### src/ptplr_pkg.sv
// Package of constants for the point-to-point host-link responder
package ptplr_pkg;
    // =====================================================
    // Protocol characters
    localparam logic [7:0] CHAR_ENQ = 8'h05;
    localparam logic [7:0] CHAR_STAR = 8'h2A;
    localparam logic [7:0] CHAR_CR = 8'h0D;
    localparam logic [7:0] CHAR_R = 8'h52;
    localparam logic [7:0] CHAR_W = 8'h57;
    localparam logic [7:0] CHAR_I = 8'h49;
    localparam logic [7:0] CHAR_O = 8'h4F;
    // Error header characters
    localparam logic [7:0] CHAR_ERR0 = 8'h45;
    localparam logic [7:0] CHAR_ERR1 = 8'h52;
    // =====================================================
    // Timing
    localparam int CLK_HZ = 125_000_000;
    localparam int BAUD_DEFAULT = 38400;
    localparam int TIMEOUT_MS = 100;
    localparam int TIMEOUT_CYC = CLK_HZ / 1000 * TIMEOUT_MS;
    // Field layout
    localparam int CH_BITS = 4;
    localparam int NUM_OUT_DEFAULT = 16;
    localparam logic [15:0] OUT_RESET = 16'h0000;
endpackage

### src/ptplr_buf2.sv
// Two-entry valid/ready buffer for the response byte stream
`timescale 1ns/100ps
`default_nettype none
module ptplr_buf2 #(
    parameter int WIDTH = 8
) (
    input wire logic clk_sys_in,
    input wire logic rst_b_in,
    input wire logic in_valid_in,
    output logic in_ready_out,
    input wire logic [WIDTH-1:0] in_data_in,
    output logic out_valid_out,
    input wire logic out_ready_in,
    output logic [WIDTH-1:0] out_data_out
);
    logic [WIDTH-1:0] mem [2];
    logic [WIDTH-1:0] next_mem [2];
    logic wr_ptr, rd_ptr, next_wr_ptr, next_rd_ptr;
    logic [1:0] count, next_count;
    logic push, pop;

    initial begin
        if (WIDTH < 1) $error("WIDTH must be positive");
    end

    // =====================================================
    // Honest full and empty
    assign in_ready_out = (count != 2'd2);
    assign out_valid_out = (count != 2'd0);
    assign out_data_out = mem[rd_ptr];
    assign push = in_valid_in && in_ready_out;
    assign pop = out_valid_out && out_ready_in;

    // Next state
    always_comb begin
        next_mem = mem;
        next_wr_ptr = wr_ptr;
        next_rd_ptr = rd_ptr;
        next_count = count;
        if (push) begin
            next_mem[wr_ptr] = in_data_in;
            next_wr_ptr = ~wr_ptr;
        end
        if (pop) begin
            next_rd_ptr = ~rd_ptr;
        end
        if (push && !pop) begin
            next_count = count + 2'd1;
        end else if (pop && !push) begin
            next_count = count - 2'd1;
        end
    end

    // Registers
    always_ff @(posedge clk_sys_in or negedge rst_b_in) begin
        if (!rst_b_in) begin
            mem[0] <= '0;
            mem[1] <= '0;
            wr_ptr <= 1'b0;
            rd_ptr <= 1'b0;
            count <= 2'd0;
        end else begin
            mem <= next_mem;
            wr_ptr <= next_wr_ptr;
            rd_ptr <= next_rd_ptr;
            count <= next_count;
        end
    end
endmodule
`default_nettype wire

### src/ptplr_core.sv
// Point-to-point host-link responder: session, parse and reply logic
`timescale 1ns/100ps
`default_nettype none
// What the document asks of this block and its host
// RULE1 - Each complete command is answered by this hardware alone.
// RULE2 - Only one host is attached and blocks carry no node id.
// RULE3 - The host opens a session by sending the enquiry byte 05h.
// RULE4 - When ready the block echoes 05h unchanged to signal readiness.
// RULE5 - The host sends nothing more until it sees the echo.
// RULE6 - The host then sends the whole command and awaits the reply.
// RULE7 - A command starts with a two-character header then ASCII data.
// RULE8 - Every block ends with an asterisk then a carriage return 13.
// RULE9 - Binary bytes travel as two ASCII hex characters 00 to FF.
// RULE10 - A good reply repeats the header, then data, then terminator.
// RULE11 - Unknown headers or illegal channels get an error reply.
// RULE12 - Sending the reply ends the session; a new enquiry is needed.
// RULE13 - The host should check every reply for the error form.
// RULE14 - The link defaults to 38400 baud, 8 data, 1 stop, no parity.
// RULE15 - The error reply uses a fixed header and the normal terminator.
// RULE16 - An unterminated command is dropped after a timeout.
module ptplr_core
    import ptplr_pkg::*;
#(
    parameter int NUM_OUT = NUM_OUT_DEFAULT,
    parameter int TIMEOUT = TIMEOUT_CYC
) (
    input wire logic clk_sys_in,
    input wire logic rst_b_in,
    input wire logic [7:0] rx_data_in,
    input wire logic rx_valid_in,
    output logic [7:0] tx_data_out,
    output logic tx_valid_out,
    input wire logic tx_ready_in,
    input wire logic [15:0] inputs_in,
    output logic [15:0] outputs_out,
    output logic session_out
);
    typedef enum logic [2:0] {
        S_IDLE, S_ECHO, S_CMD, S_REPLY
    } ptplr_state_t;

    ptplr_state_t state, next_state;
    logic [7:0] hdr0, hdr1, next_hdr0, next_hdr1;
    logic [7:0] data_byte, next_data_byte;
    logic [3:0] nib_cnt, next_nib_cnt;
    logic prev_star, next_prev_star, bad, next_bad;
    logic [2:0] hdr_cnt, next_hdr_cnt;
    logic [15:0] outs, next_outs;
    logic [31:0] tmo, next_tmo;
    logic [3:0] rep_idx, next_rep_idx;
    logic is_err, next_is_err;
    logic rx_last_nonzero, next_rx_last_nonzero;
    logic [7:0] rep_byte, nib;
    logic buf_ready;
    logic [3:0] hexval;
    logic hexok;

    initial begin
        if (NUM_OUT < 1 || NUM_OUT > 16) $error("NUM_OUT out of range");
        if (TIMEOUT < 1) $error("TIMEOUT must be positive");
    end

    // =====================================================
    // Hex character decode
    always_comb begin
        hexok = 1'b1;
        hexval = 4'h0;
        if (rx_data_in >= 8'h30 && rx_data_in <= 8'h39) begin
            hexval = rx_data_in[3:0];
        end else if (rx_data_in >= 8'h41 && rx_data_in <= 8'h46) begin
            hexval = 4'(rx_data_in[3:0] + 4'h9); // RULE9
        end else begin
            hexok = 1'b0;
        end
    end

    // Hex character encode of a nibble
    function automatic logic [7:0] to_hex(input logic [3:0] v);
        to_hex = (v < 4'hA) ? {4'h3, v} : 8'(8'h37 + {4'h0, v});
    endfunction

    // Reply byte sequencer: header, four hex digits for RI, terminator
    always_comb begin
        nib = 8'h00;
        rep_byte = CHAR_CR;
        unique case (rep_idx)
            4'd0: rep_byte = is_err ? CHAR_ERR0 : hdr0; // RULE10 RULE15
            4'd1: rep_byte = is_err ? CHAR_ERR1 : hdr1;
            4'd2: begin
                nib = to_hex(inputs_in[15:12]); // RULE9
                rep_byte = nib;
            end
            4'd3: rep_byte = to_hex(inputs_in[11:8]);
            4'd4: rep_byte = to_hex(inputs_in[7:4]);
            4'd5: rep_byte = to_hex(inputs_in[3:0]);
            4'd6: rep_byte = CHAR_STAR; // RULE8
            default: rep_byte = CHAR_CR;
        endcase
    end

    // Session state and parse next values
    always_comb begin
        next_state = state;
        next_hdr0 = hdr0;
        next_hdr1 = hdr1;
        next_data_byte = data_byte;
        next_nib_cnt = nib_cnt;
        next_prev_star = prev_star;
        next_bad = bad;
        next_hdr_cnt = hdr_cnt;
        next_outs = outs;
        next_tmo = tmo;
        next_rep_idx = rep_idx;
        next_is_err = is_err;
        tx_valid_out = 1'b0;
        tx_data_out = rep_byte;
        unique case (state)
            S_IDLE: begin
                // Wait for the session opener
                if (rx_valid_in && rx_data_in == CHAR_ENQ) begin // RULE3
                    next_state = S_ECHO;
                end
            end
            S_ECHO: begin
                tx_valid_out = 1'b1;
                tx_data_out = CHAR_ENQ; // RULE4
                if (buf_ready) begin
                    next_state = S_CMD;
                    next_hdr_cnt = 3'd0;
                    next_nib_cnt = 4'd0;
                    next_prev_star = 1'b0;
                    next_bad = 1'b0;
                    next_tmo = '0;
                end
            end
            S_CMD: begin
                next_tmo = tmo + 32'd1;
                if (tmo >= 32'(TIMEOUT - 1)) begin
                    next_state = S_IDLE; // RULE16
                end else if (rx_valid_in) begin
                    next_prev_star = (rx_data_in == CHAR_STAR);
                    if (hdr_cnt == 3'd0) begin
                        next_hdr0 = rx_data_in; // RULE2 RULE7
                        next_hdr_cnt = 3'd1;
                    end else if (hdr_cnt == 3'd1) begin
                        next_hdr1 = rx_data_in;
                        next_hdr_cnt = 3'd2;
                    end else if (prev_star && rx_data_in == CHAR_CR) begin
                        // Terminator seen: judge the command
                        next_state = S_REPLY; // RULE8
                        next_rep_idx = 4'd0;
                        if (hdr0 == CHAR_R && hdr1 == CHAR_I) begin
                            next_is_err = bad || nib_cnt != 4'd0;
                        end else if (hdr0 == CHAR_W && hdr1 == CHAR_O) begin
                            // Data is channel then state, two hex bytes
                            next_is_err = bad || nib_cnt != 4'd4
                                || data_byte >= 8'(NUM_OUT); // RULE11
                        end else begin
                            next_is_err = 1'b1; // RULE11
                        end
                    end else if (rx_data_in != CHAR_STAR) begin
                        if (!hexok || nib_cnt == 4'd15) begin
                            next_bad = 1'b1;
                        end else begin
                            next_nib_cnt = nib_cnt + 4'd1;
                            if (nib_cnt < 4'd2) begin
                                next_data_byte = {data_byte[3:0], hexval};
                            end
                            if (nib_cnt == 4'd3) begin
                                next_data_byte = data_byte;
                            end
                        end
                    end
                end
            end
            S_REPLY: begin
                // Response is generated without any outside help
                tx_valid_out = 1'b1; // RULE1
                if (buf_ready) begin
                    if (rep_idx == 4'd1 && (is_err || hdr0 == CHAR_W)) begin
                        next_rep_idx = 4'd6;
                    end else if (rep_idx == 4'd7) begin
                        next_state = S_IDLE; // RULE12
                        if (!is_err && hdr0 == CHAR_W) begin
                            next_outs[4'(data_byte)] = (nib_cnt == 4'd4)
                                && (rx_last_nonzero);
                        end
                    end else begin
                        next_rep_idx = rep_idx + 4'd1;
                    end
                end
            end
            default: next_state = S_IDLE;
        endcase
    end

    // Whether the last data byte is nonzero, kept separately for write
    always_comb begin
        next_rx_last_nonzero = rx_last_nonzero;
        if (state == S_CMD && rx_valid_in && hexok && hdr_cnt == 3'd2
            && nib_cnt >= 4'd2 && nib_cnt < 4'd4 && hexval != 4'h0) begin
            next_rx_last_nonzero = 1'b1;
        end else if (state == S_ECHO) begin
            next_rx_last_nonzero = 1'b0;
        end
    end

    // Registers
    always_ff @(posedge clk_sys_in or negedge rst_b_in) begin
        if (!rst_b_in) begin
            state <= S_IDLE;
            hdr0 <= 8'h00;
            hdr1 <= 8'h00;
            data_byte <= 8'h00;
            nib_cnt <= 4'd0;
            prev_star <= 1'b0;
            bad <= 1'b0;
            hdr_cnt <= 3'd0;
            outs <= OUT_RESET;
            tmo <= '0;
            rep_idx <= 4'd0;
            is_err <= 1'b0;
            rx_last_nonzero <= 1'b0;
        end else begin
            state <= next_state;
            hdr0 <= next_hdr0;
            hdr1 <= next_hdr1;
            data_byte <= next_data_byte;
            nib_cnt <= next_nib_cnt;
            prev_star <= next_prev_star;
            bad <= next_bad;
            hdr_cnt <= next_hdr_cnt;
            outs <= next_outs;
            tmo <= next_tmo;
            rep_idx <= next_rep_idx;
            is_err <= next_is_err;
            rx_last_nonzero <= next_rx_last_nonzero;
        end
    end

    assign outputs_out = outs;
    assign session_out = (state != S_IDLE);
    assign buf_ready = tx_ready_in;

    // =====================================================
    // Checks
    a_echo_after_enq: assert property (@(posedge clk_sys_in) // RULE4
        disable iff (!rst_b_in)
        (state == S_IDLE && rx_valid_in && rx_data_in == CHAR_ENQ)
        |=> tx_valid_out && tx_data_out == CHAR_ENQ)
        else $error("no echo after enquiry");
    a_cmd_timeout: assert property (@(posedge clk_sys_in) // RULE16
        disable iff (!rst_b_in)
        (state == S_CMD && tmo >= 32'(TIMEOUT - 1)) |=> state == S_IDLE)
        else $error("timeout did not drop command");
    a_reply_ends: assert property (@(posedge clk_sys_in) // RULE12
        disable iff (!rst_b_in)
        (state == S_REPLY && rep_idx == 4'd7 && buf_ready)
        |=> state == S_IDLE)
        else $error("session not closed after reply");
    a_term_star: assert property (@(posedge clk_sys_in) // RULE8
        disable iff (!rst_b_in)
        (state == S_REPLY && rep_idx == 4'd6) |-> tx_data_out == CHAR_STAR)
        else $error("bad terminator");
    a_err_header: assert property (@(posedge clk_sys_in) // RULE15
        disable iff (!rst_b_in)
        (state == S_REPLY && rep_idx == 4'd0 && is_err)
        |-> tx_data_out == CHAR_ERR0)
        else $error("bad error header");
    a_good_header: assert property (@(posedge clk_sys_in) // RULE10
        disable iff (!rst_b_in)
        (state == S_REPLY && rep_idx == 4'd1 && !is_err)
        |-> tx_data_out == hdr1)
        else $error("header not repeated");
    a_unknown_err: assert property (@(posedge clk_sys_in) // RULE11
        disable iff (!rst_b_in)
        (state == S_CMD && next_state == S_REPLY && hdr0 != CHAR_R
        && hdr0 != CHAR_W) |=> is_err)
        else $error("unknown header not refused");
    // Every accepted reply byte moves the sequencer on by itself
    a_auto_reply: assert property (@(posedge clk_sys_in) // RULE1
        disable iff (!rst_b_in)
        (state == S_REPLY && buf_ready)
        |=> (rep_idx != $past(rep_idx) || state == S_IDLE))
        else $error("reply stalled by logic");
endmodule
`default_nettype wire

### src/ptplr_top.sv
// Top of the host-link responder with the reply buffer
`timescale 1ns/100ps
`default_nettype none
module ptplr_top
    import ptplr_pkg::*;
#(
    parameter int TIMEOUT = TIMEOUT_CYC
) (
    input wire logic clk_sys_in,
    input wire logic rst_b_in,
    input wire logic [7:0] rx_data_in,
    input wire logic rx_valid_in,
    output logic [7:0] tx_data_out,
    output logic tx_valid_out,
    input wire logic tx_ready_in,
    input wire logic [15:0] inputs_in,
    output logic [15:0] outputs_out,
    output logic session_out
);
    logic [7:0] c_data;
    logic c_valid, c_ready;

    // Core parser and reply generator
    ptplr_core #(.TIMEOUT(TIMEOUT)) u_core (
        .clk_sys_in(clk_sys_in),
        .rst_b_in(rst_b_in),
        .rx_data_in(rx_data_in),
        .rx_valid_in(rx_valid_in),
        .tx_data_out(c_data),
        .tx_valid_out(c_valid),
        .tx_ready_in(c_ready),
        .inputs_in(inputs_in),
        .outputs_out(outputs_out),
        .session_out(session_out)
    );

    // Buffer absorbs transmitter stalls
    ptplr_buf2 #(.WIDTH(8)) u_buf (
        .clk_sys_in(clk_sys_in),
        .rst_b_in(rst_b_in),
        .in_valid_in(c_valid),
        .in_ready_out(c_ready),
        .in_data_in(c_data),
        .out_valid_out(tx_valid_out),
        .out_ready_in(tx_ready_in),
        .out_data_out(tx_data_out)
    );
endmodule
`default_nettype wire

### config.mk
export PLATFORM = sky130hd
export DESIGN_NAME = ptplr_top
export DESIGN_NICKNAME = d
export VERILOG_FILES = /design/src/ptplr_pkg.sv /design/src/ptplr_buf2.sv /design/src/ptplr_core.sv /design/src/ptplr_top.sv
export SDC_FILE = /design/constraint.sdc
export NUM_CORES = 1
export LEC_CHECK = 0
export BUFFER_PORTS_ARGS = -buffer_cell sky130_fd_sc_hd__buf_4
export CAP_MARGIN = 20
export CORE_UTILIZATION = 34
export DETAILED_ROUTE_END_ITERATION = 12
export PLACE_DENSITY = 0.51
export SLEW_MARGIN = 25
export SYNTH_ARGS = -nofsm -noshare
export SYNTH_HDL_FRONTEND = slang
export SYNTH_SLANG_ARGS = --single-unit
### constraint.sdc
create_clock -name clk_sys_in -period 6.31 [get_ports clk_sys_in]
set_clock_uncertainty 0.1 [all_clocks]
set_input_delay 0.631 -clock clk_sys_in [delete_from_list [all_inputs] [get_ports clk_sys_in]]
set_output_delay 0.631 -clock clk_sys_in [all_outputs]
set_load 0.01 [all_outputs]
==> out/results.md <==
• **CP arrival** 2.97 ns
• **portion of netlist area occupied by mux cells** 9.878%
• **share of power burned in the clock network** 31.8%
• **share of the synthesized area in the top cell type** 43.36%
• **worst-path maximum fanout** 9
• **number of antenna violations at the first check in global routing** 0
• **leading cell type in the layout, fill and taps excluded** dfrtp_1
• **hold violation total from the final report** 0
• **leakage** 3.049 nW
• **primary flip-flop cell chosen by synthesis mapping** dfrtp_1
• **HPWL reported at the end of detailed placement** 11.36 mm
• **share of the synthesized area in compound gates (AO/OA/AOI/OAI)** 12.81%
• **total inserted antenna cells** 0
• **startpoint of the most critical register-to-register path** u_core.tmo[26]
• **final cell count without fillers** 938
• **largest net degree at the start of global routing** 56
• **critical-path cell list** nor4_1, nand4_1, a21oi_1, nor2_1, nor4b_2, mux2_2
• **syn avg cell area** 9.414 µm²
• **launching instance or port of the critical path** u_core.tmo[26]
• **Worst Path Class, Setup** register to register
• **timing endpoint of the critical path** u_core.hdr1[7]
• **starting utilization of the core area** 34.69%
• **Mapped Nets** 706
• **top post-synthesis cells by area** dfrtp_1 43%, mux2_2 9.4%, nand2_1 4.3%
• **share of async-settable or async-resettable flops after synthesis** 100.0%
• **fraction of final layout cells with drive strength greater than 1** 19.75%
• **iteration count of the initial detailed-routing pass** 4
• **final-stage net count** 748
• **area of the placeable core** 17,960 µm²
• **antenna-violating nets left** 0
• **number of cells after detailed placement** 922
• **max-slew violation count** 0
• **CTS tree** yes
• **Final Cycle Share** 44.86%
• **headroom to the max-slew limit** 36.08%
• **placer's final routability congestion estimate** 0.8370
• **mean number of vias per cell** 5.373
• **Hold Worst Slack** 0.2506 ns
• **# DRC** 0
• **number of sinks handled by clock tree synthesis** 108
• **main combinational cell family by area after synthesis** simple AND/OR/NAND/NOR gates
• **Tot GR Track Use** 17.11%
• **worst hold path class** input port to asynchronous set/reset pin
• **buffer type at the clock tree root** clkbuf_16
• **reg2reg end** u_core.hdr1[7]
• **Post-CTS Resized** 0
• **worst-case vdd ir drop** 0.1348 mV
• **first-pass GRT wire length** 25.27 mm
• **Final Routed Wirelength** 15.57 mm
• **CP Data Required Time** 6.45 ns
• **sequential share of power** 50.8%
• **Max Buffers Root-to-Sink** 2
• **combinational power share** 17.4%
• **Register-to-Register Path Depth** 6
• **count of input and output buffers** 53
• **RSZ-0062 raised after global routing** no
• **area leader, netlist** dfrtp_1
• **internal portion of total power** 0.001214 W
• **portion of the post-synthesis area used by sequential elements** 43.36%
• **net load switching power** 0.0005502 W
• **share of synthesized cell area in full adder, half adder and majority cells** 3.212%
• **I/O pins** 54
• **path length in cells of the critical path** 6
• **buffers inserted by post-CTS timing repair** 0
• **xor and xnor fraction of the mapped netlist area** 4.919%
• **cell row count** 49
• **die height** 137.4 µm
• **count of routing violations after the opening detailed-route iteration** 244
• **clock buffers created by TritonCTS** 9
• **number of hold-repair buffers added at the cts stage** 0
• **endpoint kind of the worst setup timing path** register
• **run status** completed
• **count of flip-flops with a built-in enable after synthesis** 0
• **combined area of all synthesized cells** 6232 µm²
• **number of max-cap violations** 0
• **maximum clock frequency** 353.3 MHz
• **switch share** 31.18%
• **actual slew at the worst max-slew pin** 0.9563 ns
• **DR vias** 5,040
• **vias in the first global route** 4,869
• **biggest cell delay along the critical path** 0.85 ns
• **reg2reg setup slack** 3.48 ns
• **power density over the cells** 248.3 nW/µm²
• **Clock transition at path regs** 0.08 ns
• **total buffers and inverters traversed by the critical path** 0
• **setup TNS** 0 ns
• **setup violators final** 0
• **depth of the CTS H-tree** 3
• **Seq cells post-synth** 108
• **total of warnings raised by yosys** 0
• **simple logic cell fraction of the synthesized area** 21.74%
• **number of instances in the synthesized netlist** 662
• **critical path launch point type** register
• **Area Overhead vs Synth** 13.99%
• **family of cells with the greatest summed delay on the critical path** simple AND/OR/NAND/NOR gates
• **Horiz. Die Dim** 137.4 µm
• **global route total overflow** 0
• **Avg WL per Cell** 16.60 µm
• **number of distinct library cells after synthesis** 69
• **leading cell types in the layout, fill and taps excluded** 108 x dfrtp_1, 72 x nand2_1, 62 x nor2_1, 55 x buf_4, 52 x mux2_2
• **CP max stage cell** nor4b_2
• **final critical path time including I/O delays and setup** 2.831 ns
• **later-pin clock latency in the skew report** 0.36 ns
• **Die Footprint** 18,880 µm²
[flip-flops by register name, summed over array words and instances, names as in the netlist, 2 cells and up]
signal and flops:
u_core.hdr1 8, u_core.outputs_out 16, u_core.state 2, u_buf.mem 16, u_core.nib_cnt 4, u_buf.count 2, u_core.tmo 32, u_core.rep_idx 4
u_core.data_byte 8, u_core.hdr_cnt 2, u_core.hdr0 8
[logic make-up (layout without fill, tap and decap cells)]
family	after synthesis	count (layout)
compound gates	125	125
simple gates	268	268
mux	55	55
fa+ha+maj	16	16
buf+inv	55	102
xor+xnor	35	35
flops	108	108
[power by group through the flow]
stage          clock network, W  logic, W  registers (W)
2_1_floorplan                 0  0.000241       0.000846
3_3_place_gp                  0  0.000299       0.000902
3_5_place_dp                  0  0.000307       0.000906
4_1_cts                0.000580  0.000309       0.000892
5_1_grt                0.000599  0.000342       0.000911
6_report               0.000561  0.000307       0.000897
[metrics by stage]
stage / instance area [µm²] / total power [W] / setup WS [ns] / util, %
2_1_floorplan: 6232 / 0.001087 / 3.736 / -
3_3_place_gp: 6797 / 0.001201 / 3.383 / 37.84
3_5_place_dp: 6797 / 0.001213 / 3.307 / 37.84
4_1_cts: 7088 / 0.001782 / 3.476 / 39.46
5_1_grt: 7104 / 0.001852 / 3.277 / 39.55
6_report: 7104 / 0.001764 / 3.479 / 39.55
[area by class of cell]
| class | instances | area (µm²) |
|---|---|---|
| flip-flops and latches | 108 | 2703 |
| inverters | 31 | 116.4 |
| clock buffers | 9 | 225.2 |
| fillers | 1770 | 10860 |
| clock inverters | 7 | 66.31 |
| well taps | 229 | 286.5 |
| repair buffers | 55 | 412.9 |
| multi-input cells | 499 | 3294 |
[Yosys cell counts (all sizes together) (5+ instances only)]
cell type  number
a211oi          8
a21oi          28
clkbuf         19
dfrtp         108
ha             16
inv            31
mux2           52
nand2          72
nand2b          5
nand3          26
nand4           8
nor2           64
nor3           29
nor4           12
o21ai          44
o31ai           5
or3            14
or4             5
xnor2          25
xor2           10
[worst min-delay path by stage]
stage / start / end / slack, ns / cells after the start
3_5_place_dp: u_buf.mem[15] / u_buf.mem[15] / 0.36 / 2
4_1_cts: rst_b_in / u_buf.mem[8] / 0.27 / 1
3_3_place_gp: u_buf.mem[7] / u_buf.mem[7] / 0.36 / 2
5_1_grt: rst_b_in / u_buf.mem[2] / 0.29 / 1
2_1_floorplan: rst_b_in / u_buf.count[0] / 0.24 / 0
6_report: rst_b_in / u_buf.mem[8] / 0.25 / 1
[metal layers]
metal	part of all wire (%)	wire length, µm	global-route usage [%]
met1	48	7549	23.64
met2	47	7364	27.67
met3	3.2	495	2.723
met4	1.1	164	4.518
met5	0	0	0
Note: power is estimated with default switching activity, not from simulation.
